[config.mk]
export PLATFORM = sky130hd
export DESIGN_NAME = sdl_servo_logic
export DESIGN_NICKNAME = d
export VERILOG_FILES = /design/src/hw/sdl_pkg.sv /design/src/hw/sdl_tick_if.sv /design/src/hw/sdl_ms_tick.sv /design/src/hw/sdl_servo_logic.sv
export SDC_FILE = /design/constraint.sdc
export NUM_CORES = 2
export LEC_CHECK = 0
export BUFFER_PORTS_ARGS = -buffer_cell sky130_fd_sc_hd__clkbuf_2
export CAP_MARGIN = 0
export CORE_MARGIN = 2
export CORE_UTILIZATION = 65
export CTS_CLUSTER_SIZE = 24
export DETAILED_ROUTE_END_ITERATION = 8
export GPL_ROUTABILITY_DRIVEN = 1
export HOLD_SLACK_MARGIN = 0.05
export PLACE_DENSITY_LB_ADDON = 0.3
export SYNTH_ARGS = -nofsm -noshare
export SYNTH_HDL_FRONTEND = slang
export SYNTH_SLANG_ARGS = --single-unit
[constraint.sdc]
create_clock -name MCLK -period 133.1 [get_ports MCLK]
set_input_delay 26.62 -clock MCLK [delete_from_list [all_inputs] [get_ports MCLK]]
set_output_delay 26.62 -clock MCLK [all_outputs]
set_load 0.01 [all_outputs]
[src/hw/sdl_pkg.sv]
// Constants and types for the servo drive I/O and limit logic
package sdl_pkg;
    localparam int CLK_HZ = 40000000;
    localparam int MS_PER_TICK = 1;
    localparam int TICK_CYCLES = CLK_HZ / 1000 * MS_PER_TICK;
    localparam int TICK_W = 16;
    localparam logic [TICK_W-1:0] TICK_LAST = TICK_W'(TICK_CYCLES - 1);
    localparam int RMS_TICKS_PER_SEC = 1000;
    localparam int NUM_IN = 9;
    localparam int NUM_OUT = 8;
    localparam int IN_STOP_MARKER = 1;
    localparam int IN_TORQUE_LIMIT_EN = 2;
    localparam int IN_TORQUE_SEL = 3;
    localparam int IN_POSITION_SEL = 4;
    localparam int OUT_COINCIDENCE = 0;
    localparam logic [8:0] INPUT_INVERT_RST = 9'h000;
    localparam logic [7:0] OUTPUT_INVERT_RST = 8'h00;
    localparam logic [9:0] PCT_FULL = 10'h3E8;
    localparam logic [11:0] JOG_SPEED_RST = 12'h032;
    localparam logic [11:0] JOG_SPEED_MIN = 12'h001;
    localparam logic [11:0] JOG_SPEED_MAX = 12'hFA0;
    localparam logic [5:0] RMS_TC_RST = 6'h1E;
    localparam logic [5:0] RMS_TC_MIN = 6'h01;
    localparam logic [5:0] RMS_TC_MAX = 6'h3C;
    localparam logic [7:0] TL_METHOD_RST = 8'h11;
    localparam logic [14:0] RATIO_RST = 15'h0001;
    localparam logic [2:0] POINT_POS_RST = 3'h0;
    localparam logic [7:0] COIN_WIDTH_RST = 8'h14;
    localparam logic [7:0] COIN_WIDTH_MAX = 8'hC8;
    localparam logic [1:0] TLM_ANALOG = 2'h0;
    localparam logic [1:0] TLM_PARAM_EN = 2'h1;
    localparam logic [1:0] TLM_PARAM_ALWAYS = 2'h2;
    typedef enum logic [1:0] {MODE_SPEED, MODE_TORQUE, MODE_POSITION} sdl_mode_t;
endpackage

[src/hw/sdl_tick_if.sv]
// Interface carrying the millisecond tick between drive modules
`timescale 1ns/1ps
interface sdl_tick_if;
    logic tick;
    modport src (output tick);
    modport dst (input tick);
endinterface

[src/hw/sdl_ms_tick.sv]
// Millisecond tick generator from the control clock
`timescale 1ns/1ps
module sdl_ms_tick
    import sdl_pkg::*;
(
    // Clock and reset
    input wire logic MCLK,
    input wire logic NRST,
    // Tick out
    sdl_tick_if.src tk
);
    logic [TICK_W-1:0] cnt_q;
    always_ff @(posedge MCLK)
    begin
        if (!NRST)
            cnt_q <= '0;
        else if (cnt_q == TICK_LAST)
            cnt_q <= '0;
        else
            cnt_q <= cnt_q + 1'b1;
    end
    assign tk.tick = (cnt_q == TICK_LAST);
endmodule

[src/hw/sdl_servo_logic.sv]
// Servo drive I/O, mode, brake, torque limit and display logic
`timescale 1ns/1ps
module sdl_servo_logic
    import sdl_pkg::*;
(
    // Clock and reset (reset is power cycling)
    input wire logic MCLK,
    input wire logic NRST,
    // Discrete pins
    input wire logic [NUM_IN-1:0] DISCRETE_IN,
    output logic [NUM_OUT-1:0] DISCRETE_OUT,
    // Raw coincidence and marker status from the position loop
    input wire logic COINCIDENCE_RAW,
    input wire logic AT_MARKER,
    // Command pulse count step and polarity
    input wire logic CMD_STEP,
    input wire logic CMD_UP,
    input wire logic CMD_POLARITY,
    output logic MOTOR_STEP,
    output logic MOTOR_CW,
    // Brake
    input wire logic [1:0] BRAKE_MODE,
    input wire logic [9:0] BRAKE_THRESHOLD,
    input wire logic [9:0] SPEED_PCT,
    output logic BRAKE_ENGAGE,
    // Keypad jog
    input wire logic JOG_REQ,
    input wire logic [11:0] JOG_SPEED,
    output logic JOG_ACTIVE,
    output logic [11:0] JOG_SPEED_CMD,
    // Regen settings
    input wire logic [9:0] REGEN_OHMS,
    input wire logic [15:0] REGEN_KW,
    output logic [9:0] REGEN_OHMS_ACT,
    output logic [15:0] REGEN_KW_ACT,
    output logic REGEN_INTERNAL,
    // Rms torque
    input wire logic [5:0] RMS_TORQUE_TIME_CONST,
    input wire logic [9:0] TORQUE_PCT,
    output logic [9:0] RMS_TORQUE_READOUT,
    // Torque and speed limits
    input wire logic [7:0] TORQUE_LIMIT_METHOD,
    input wire logic [9:0] SECOND_ANALOG_REFERENCE,
    input wire logic [9:0] GENERAL_TORQUE_LIMIT,
    input wire logic [9:0] CCW_MOTORING_TORQUE_LIMIT,
    input wire logic [9:0] CCW_BRAKING_TORQUE_LIMIT,
    input wire logic [9:0] CW_MOTORING_TORQUE_LIMIT,
    input wire logic [9:0] CW_BRAKING_TORQUE_LIMIT,
    input wire logic [9:0] SPEED_LIMIT_ANALOG,
    input wire logic [9:0] SPEED_LIMIT_PARAM,
    input wire logic SPEED_LIMIT_USE_ANALOG,
    input wire logic ROT_CW,
    input wire logic TORQUE_CW,
    output logic TORQUE_LIMIT_ACTIVE,
    output logic [9:0] TORQUE_LIMIT_PCT,
    output logic SPEED_LIMIT_ACTIVE,
    output logic [9:0] SPEED_LIMIT_PCT,
    // Speed display
    input wire logic [15:0] MOTOR_SPEED,
    input wire logic [14:0] SPEED_DISPLAY_NUMERATOR,
    input wire logic [14:0] SPEED_DISPLAY_DENOMINATOR,
    input wire logic [2:0] SPEED_DISPLAY_POINT_POS,
    output logic [15:0] SPEED_DISPLAY,
    output logic [2:0] SPEED_POINT_POS,
    // Masks and coincidence width
    input wire logic [8:0] INPUT_INVERT_MASK,
    input wire logic [7:0] OUTPUT_INVERT_MASK,
    input wire logic [7:0] COINCIDENCE_MIN_WIDTH,
    input wire logic [NUM_OUT-1:0] OUT_FUNC,
    // Mode status
    output sdl_mode_t CONTROL_MODE,
    output logic MARKER_STOP,
    output logic POSITION_LOCK
);
    sdl_tick_if tk_if();
    sdl_ms_tick u_tick (.MCLK(MCLK), .NRST(NRST), .tk(tk_if));

    logic [NUM_IN-1:0] in_q;
    logic [NUM_OUT-1:0] out_func;
    logic [NUM_OUT-1:0] out_q;
    logic coin_q;
    logic [7:0] coin_cnt_q;
    logic coin_raw_q;
    logic [1:0] brake_mode_q;
    logic [9:0] brake_thr_q;
    logic [11:0] jog_q;
    logic [5:0] rms_tc_q;
    logic [7:0] tlm_q;
    logic [7:0] coin_w_q;
    logic [14:0] num_q;
    logic [14:0] den_q;
    logic [2:0] point_q;
    logic [8:0] imask_q;
    logic [7:0] omask_q;
    logic regen_loaded_q;

    // Settings are captured once per cycle; regen is latched only after reset
    always_ff @(posedge MCLK)
    begin
        if (!NRST)
        begin
            brake_mode_q <= 2'h0;
            brake_thr_q <= PCT_FULL;
            jog_q <= JOG_SPEED_RST;
            rms_tc_q <= RMS_TC_RST;
            tlm_q <= TL_METHOD_RST;
            coin_w_q <= COIN_WIDTH_RST;
            num_q <= RATIO_RST;
            den_q <= RATIO_RST;
            point_q <= POINT_POS_RST;
            imask_q <= INPUT_INVERT_RST;
            omask_q <= OUTPUT_INVERT_RST;
        end
        else
        begin
            brake_mode_q <= BRAKE_MODE;
            brake_thr_q <= (BRAKE_THRESHOLD > PCT_FULL) ? PCT_FULL : BRAKE_THRESHOLD;
            jog_q <= (JOG_SPEED < JOG_SPEED_MIN) ? JOG_SPEED_MIN :
                     (JOG_SPEED > JOG_SPEED_MAX) ? JOG_SPEED_MAX : JOG_SPEED;
            rms_tc_q <= (RMS_TORQUE_TIME_CONST < RMS_TC_MIN) ? RMS_TC_MIN :
                        (RMS_TORQUE_TIME_CONST > RMS_TC_MAX) ? RMS_TC_MAX : RMS_TORQUE_TIME_CONST;
            tlm_q <= TORQUE_LIMIT_METHOD;
            coin_w_q <= (COINCIDENCE_MIN_WIDTH > COIN_WIDTH_MAX) ? COIN_WIDTH_MAX : COINCIDENCE_MIN_WIDTH;
            num_q <= (SPEED_DISPLAY_NUMERATOR == 15'h0000) ? RATIO_RST : SPEED_DISPLAY_NUMERATOR;
            den_q <= (SPEED_DISPLAY_DENOMINATOR == 15'h0000) ? RATIO_RST : SPEED_DISPLAY_DENOMINATOR;
            point_q <= SPEED_DISPLAY_POINT_POS;
            imask_q <= INPUT_INVERT_MASK;
            omask_q <= OUTPUT_INVERT_MASK;
        end
    end

    // Regen values are taken on the first cycle after power-up and then frozen
    always_ff @(posedge MCLK)
    begin
        if (!NRST)
        begin
            regen_loaded_q <= 1'b0;
            REGEN_OHMS_ACT <= 10'h000;
            REGEN_KW_ACT <= 16'h0000;
        end
        else if (!regen_loaded_q)
        begin
            regen_loaded_q <= 1'b1;
            REGEN_OHMS_ACT <= REGEN_OHMS;
            REGEN_KW_ACT <= REGEN_KW;
        end
    end
    assign REGEN_INTERNAL = (REGEN_OHMS_ACT == 10'h000);

    // Input and output inversion applied at the pins
    generate
        for (genvar i = 0; i < NUM_IN; i++)
        begin : g_in
            always_ff @(posedge MCLK)
            begin
                if (!NRST)
                    in_q[i] <= 1'b0;
                else
                    in_q[i] <= DISCRETE_IN[i] ^ imask_q[i];
            end
        end
        for (genvar j = 0; j < NUM_OUT; j++)
        begin : g_out
            always_ff @(posedge MCLK)
            begin
                if (!NRST)
                    out_q[j] <= 1'b0;
                else
                    out_q[j] <= out_func[j] ^ omask_q[j];
            end
        end
    endgenerate
    assign DISCRETE_OUT = out_q;

    always_comb
    begin
        out_func = OUT_FUNC;
        out_func[OUT_COINCIDENCE] = coin_q;
    end

    // Coincidence stretch: restart on each rising edge, hold for the minimum width
    always_ff @(posedge MCLK)
    begin
        if (!NRST)
        begin
            coin_raw_q <= 1'b0;
            coin_q <= 1'b0;
            coin_cnt_q <= 8'h00;
        end
        else
        begin
            coin_raw_q <= COINCIDENCE_RAW;
            if (COINCIDENCE_RAW && !coin_raw_q)
            begin
                coin_q <= 1'b1;
                // One extra count covers the partial first tick, so the pulse is never short
                coin_cnt_q <= (coin_w_q == 8'h00) ? 8'h00 : coin_w_q + 8'h01;
            end
            else if (coin_cnt_q != 8'h00)
            begin
                coin_q <= 1'b1;
                if (tk_if.tick)
                    coin_cnt_q <= coin_cnt_q - 8'h01;
            end
            else
                coin_q <= COINCIDENCE_RAW;
        end
    end

    // Control mode from the corrected select inputs
    sdl_mode_t mode_d;
    always_comb
    begin
        if (in_q[IN_TORQUE_SEL])
            mode_d = MODE_TORQUE;
        else if (in_q[IN_POSITION_SEL])
            mode_d = MODE_POSITION;
        else
            mode_d = MODE_SPEED;
    end
    always_ff @(posedge MCLK)
    begin
        if (!NRST)
            CONTROL_MODE <= MODE_SPEED;
        else
            CONTROL_MODE <= mode_d;
    end

    // Stop at marker: position lock holds until the input drops
    always_ff @(posedge MCLK)
    begin
        if (!NRST)
        begin
            MARKER_STOP <= 1'b0;
            POSITION_LOCK <= 1'b0;
        end
        else
        begin
            MARKER_STOP <= in_q[IN_STOP_MARKER];
            if (!in_q[IN_STOP_MARKER])
                POSITION_LOCK <= 1'b0;
            else if (AT_MARKER)
                POSITION_LOCK <= 1'b1;
        end
    end

    // Command direction
    always_ff @(posedge MCLK)
    begin
        if (!NRST)
        begin
            MOTOR_STEP <= 1'b0;
            MOTOR_CW <= 1'b0;
        end
        else
        begin
            MOTOR_STEP <= CMD_STEP && !POSITION_LOCK;
            if (CMD_STEP)
                MOTOR_CW <= CMD_POLARITY ? CMD_UP : !CMD_UP;
        end
    end

    // Brake
    always_ff @(posedge MCLK)
    begin
        if (!NRST)
            BRAKE_ENGAGE <= 1'b0;
        else if (brake_mode_q == 2'h0)
            BRAKE_ENGAGE <= 1'b0;
        else if (brake_mode_q == 2'h1 || brake_mode_q == 2'h2)
            BRAKE_ENGAGE <= (SPEED_PCT < brake_thr_q);
        else
            BRAKE_ENGAGE <= 1'b0;
    end

    // Keypad jog
    always_ff @(posedge MCLK)
    begin
        if (!NRST)
        begin
            JOG_ACTIVE <= 1'b0;
            JOG_SPEED_CMD <= 12'h000;
        end
        else
        begin
            JOG_ACTIVE <= JOG_REQ;
            JOG_SPEED_CMD <= JOG_REQ ? jog_q : 12'h000;
        end
    end

    // Rms torque: first-order filter of squared torque, stepped each millisecond
    logic [31:0] rms_acc_q;
    logic [19:0] tsq;
    logic [15:0] tc_ms;
    logic signed [32:0] rms_diff;
    logic [31:0] rms_step;
    logic [9:0] rms_root;
    assign tsq = 20'(TORQUE_PCT) * 20'(TORQUE_PCT);
    assign tc_ms = 16'(rms_tc_q) * 16'(RMS_TICKS_PER_SEC);
    // Signed difference so the average can also fall when torque drops
    assign rms_diff = $signed({1'b0, tsq, 12'h000}) - $signed({1'b0, rms_acc_q});
    assign rms_step = 32'(rms_diff / $signed({17'h00000, tc_ms}));
    always_ff @(posedge MCLK)
    begin
        if (!NRST)
            rms_acc_q <= 32'h00000000;
        else if (tk_if.tick)
            rms_acc_q <= rms_acc_q + rms_step;
    end
    // Bitwise square root; slow combinational path, traded for no extra state
    always_comb
    begin
        logic [19:0] mean;
        logic [9:0] r;
        mean = rms_acc_q[31:12];
        r = 10'h000;
        for (int b = 9; b >= 0; b--)
        begin
            r[b] = 1'b1;
            if (20'(r) * 20'(r) > mean)
                r[b] = 1'b0;
        end
        rms_root = r;
    end
    always_ff @(posedge MCLK)
    begin
        if (!NRST)
            RMS_TORQUE_READOUT <= 10'h000;
        else
            RMS_TORQUE_READOUT <= rms_root;
    end

    // Torque limit selection (speed and position) and speed limit (torque mode)
    logic [9:0] quad_lim;
    logic [9:0] par_lim;
    logic tl_en_d;
    logic [9:0] tl_pct_d;
    logic motoring;
    assign motoring = (ROT_CW == TORQUE_CW);
    always_comb
    begin
        if (!ROT_CW)
            quad_lim = motoring ? CCW_MOTORING_TORQUE_LIMIT : CCW_BRAKING_TORQUE_LIMIT;
        else
            quad_lim = motoring ? CW_MOTORING_TORQUE_LIMIT : CW_BRAKING_TORQUE_LIMIT;
        par_lim = (GENERAL_TORQUE_LIMIT == 10'h000) ? quad_lim : GENERAL_TORQUE_LIMIT;
        case (tlm_q[5:4])
            TLM_ANALOG:
            begin
                tl_en_d = in_q[IN_TORQUE_LIMIT_EN];
                tl_pct_d = SECOND_ANALOG_REFERENCE;
            end
            TLM_PARAM_EN:
            begin
                tl_en_d = in_q[IN_TORQUE_LIMIT_EN];
                tl_pct_d = par_lim;
            end
            TLM_PARAM_ALWAYS:
            begin
                tl_en_d = 1'b1;
                tl_pct_d = par_lim;
            end
            default:
            begin
                tl_en_d = 1'b0;
                tl_pct_d = PCT_FULL;
            end
        endcase
        if (tl_pct_d > PCT_FULL)
            tl_pct_d = PCT_FULL;
        if (mode_d == MODE_TORQUE)
            tl_en_d = 1'b0;
    end
    always_ff @(posedge MCLK)
    begin
        if (!NRST)
        begin
            TORQUE_LIMIT_ACTIVE <= 1'b0;
            TORQUE_LIMIT_PCT <= PCT_FULL;
            SPEED_LIMIT_ACTIVE <= 1'b0;
            SPEED_LIMIT_PCT <= PCT_FULL;
        end
        else
        begin
            TORQUE_LIMIT_ACTIVE <= tl_en_d;
            TORQUE_LIMIT_PCT <= tl_en_d ? tl_pct_d : PCT_FULL;
            SPEED_LIMIT_ACTIVE <= (mode_d == MODE_TORQUE);
            SPEED_LIMIT_PCT <= (mode_d != MODE_TORQUE) ? PCT_FULL :
                               SPEED_LIMIT_USE_ANALOG ? SPEED_LIMIT_ANALOG : SPEED_LIMIT_PARAM;
        end
    end

    // Speed display scaling
    logic [30:0] prod;
    assign prod = 31'(MOTOR_SPEED) * 31'(num_q);
    always_ff @(posedge MCLK)
    begin
        if (!NRST)
        begin
            SPEED_DISPLAY <= 16'h0000;
            SPEED_POINT_POS <= POINT_POS_RST;
        end
        else
        begin
            SPEED_DISPLAY <= 16'(prod / 31'(den_q));
            SPEED_POINT_POS <= point_q;
        end
    end
endmodule

==> out/metrics.csv <==
stage,metric,value,unit
outcome,outcome,finished clean,
timing,slew_viol_final,0,
detailed_routing,met3_length,14900,um
layout,final_core_util,0.696,
detailed_routing,drcViolationCount,0,
synth,synthFlopType,dfxtp_1,
clock_network,tritoncts,built,
detailed_routing,top_layer,met5,
synth,synthArstFlopShare,0,
detailed_routing,wire_per_inst,18.9,um
placement,dp_slack,1540,ps
synth,synth_top_area_frac,0.198,
layout,finalNonFillerCells,11200,
global_routing,grt_pass1_vias,69200,
detailed_routing,route.layer.met1.wl,89800,um
clock_network,clockBufferDepth,3,
detailed_routing,via_count,71800,
clock_network,cts_buffers,29,
detailed_routing,first_pass_iters,6,
synth,netlist_instances,9415,
placement,portBuffers,354,
timing,tightest_slew,1100,ps
synth,syn_nets,11200,
timing,setup_violations,0,
clock_network,clk_latency,630,ps
placement,gp_congestion,0.973,
synth,synthDistinctLibCells,131,
setup_path,endpoint_kind,flop,
global_routing,grt.total_usage,0.362,
setup_path,critPathMaxStageDelay,690,ps
hold_path,hp-class,reg2reg,
die,fp.dieArea,114000,um^2
placement,place.detailed.hpwl,170000,um
synth,syn_area,72100,um^2
synth,ys_top_cells_by_area,"ha_1, fa_1, dfxtp_1, nand2_1, o21a_1",
setup_path,required,133630,ps
detailed_routing,wirelength,212000,um
layout,fillCellCount,9337,
setup_path,cpMostUsedCell,o21a_1,
setup_path,crit_fanout,30,
timing,fmax,7.89,MHz
synth,seq_area_frac_synth,0.0703,
synth,netlist_top_cells_count,"ha_1, nand2_1, nor2_1, inv_1, a21oi_1",
detailed_routing,ant_nets,0,
synth,synth-seq-cells,253,
synth,synth_edf_count,0,
timing,hold_ws,435,ps
timing,finalHoldViolations,0,
clock_network,clk_pin_slew,60,ps
die,ios,372,
timing,slew_headroom,0.266,
layout,syn_to_final_growth,6.58,%
timing,finalWorstSetupSlack,6360,ps
timing,period_share,0.952,
die,core_area,110000,um^2
synth,syn_area_per_cell,7.65,um^2
layout,drive_above_1_share,0.0993,
clock_network,h-tree-depth,1,
detailed_routing,wl_met2,98800,um
global_routing,antenna_found_initial,14,
clock_network,clock-sinks,253,
setup_path,path_class,in2reg,
layout,nets,11400,
global_routing,grt_pass1_wl,343000,um
detailed_routing,avgViaCountPerCell,6.43,
die,die_w,337,um
synth,synth_most_common_cell,ha_1,
setup_path,critPathArrivalTime,127280,ps
die,chipHeight,337,um
job,cap_violations,0,
setup_path,slowest_stage,o41a_2,
setup_path,reg2reg_slack,32290,ps
synth,yosys.area.top_type,ha_1,
global_routing,grt_overflow,0,
setup_path,start_kind,input pin,
clock_network,cts-root-buf,clkbuf_16,
timing,finClkSkew,17.6,ps
die,rows,122,
global_routing,grt_max_degree,75,
detailed_routing,drtIter0Drc,5237,
synth,synth_warnings,0,
die,initial_core_util,0.653,
timing,min_period,126740,ps
placement,numPlacedInstances,11100,
[repair_timing]
action                     4_1_cts  5_1_grt
setup endpoints to repair        0       34
hold buffers                     0        0
resized for setup                0       61
buffers inserted                 0       26
[kinds of logic after synthesis]
| kind of cell | Yosys count | share of synthesized area |
|---|---|---|
| simple gates | 3320 | 0.227 |
| fa+ha+maj | 1499 | 0.298 |
| flops | 253 | 0.0703 |
| xor+xnor | 544 | 0.0663 |
| compound gates | 2558 | 0.245 |
| mux | 268 | 0.0422 |
| buf+inv | 973 | 0.0518 |
[layout make-up]
| type | count | area, um^2 | share of cell area |
|---|---|---|---|
| Multi-Input combinational cell | 8189 | 63500 | 0.828 |
| Sequential cell | 253 | 5060 | 0.0660 |
| Inverter | 709 | 2670 | 0.0348 |
| Timing Repair Buffer | 461 | 2570 | 0.0335 |
| Tap cell | 1488 | 1860 | 0.0242 |
| Clock buffer | 34 | 774 | 0.0101 |
| Clock inverter | 19 | 258 | 0.00336 |
| Antenna cell | 13 | 32.5 | 0.000424 |
| Timing Repair inverter | 1 | 5.00 | 0.0000652 |
[worst max-delay path, delay by kind of cell]
kind / cells / cell delay (ps)
compound gates: 266 / 55840
simple gates: 128 / 26320
fa+ha+maj: 39 / 12630
buf+inv: 23 / 3660
mux: 7 / 1650
xor+xnor: 2 / 360
[flip-flops by register name, summed over array words and instances, names as in the netlist, 6 cells and up]
register and count:
rms_acc_q 32, REGEN_KW_ACT 16, SPEED_DISPLAY 16, u_tick.cnt_q 16, den_q 15, num_q 15, JOG_SPEED_CMD 12, jog_q 12
REGEN_OHMS_ACT 10, RMS_TORQUE_READOUT 10, SPEED_LIMIT_PCT 10, TORQUE_LIMIT_PCT 10, brake_thr_q 10, DISCRETE_OUT 8, coin_cnt_q 8, coin_w_q 8
omask_q 8, rms_tc_q 6
[metrics by stage]
step / area, um^2 / setup TNS (ps)
floorplan: 72100 / 0
global placement: 75300 / 0
detailed placement: 75300 / 0
CTS: 76300 / 0
global route: 76800 / -183
finish: 76800 / 0
[per-layer routing]
layer	vias up	track usage
met5	-	0
met4	2	0.142
met3	481	0.0511
met2	2497	0.616
met1	34200	0.460
li1	34600	-
[final timing paths]
check | cells after the start | to | startpoint
worst max register to register | 439 | SPEED_DISPLAY[0] | num_q[6]
worst min register to register | 1 | SPEED_POINT_POS[0] | point_q[0]
worst max-delay path | 465 | rms_acc_q[31] | TORQUE_PCT[1]
worst min-delay path | 1 | SPEED_POINT_POS[0] | point_q[0]
[cells in the final DEF (no fill, tap or decap), types with 241 or more instances in the layout]
| cell type | instances |
|---|---|
| o31ai_1 | 241 |
| fa_1 | 359 |
| dfxtp_1 | 253 |
| nor2_1 | 751 |
| nor3_1 | 476 |
| clkbuf_2 | 353 |
| xnor2_1 | 351 |
| nand2_1 | 893 |
| inv_1 | 699 |
| o21ai_0 | 322 |
| o21a_1 | 443 |
| and2_1 | 249 |
| ha_1 | 1138 |
| a21oi_1 | 554 |
Power is left out: the tool's default activity adds up to more than one toggle a clock period on the data nets, which glitch-free logic cannot reach.
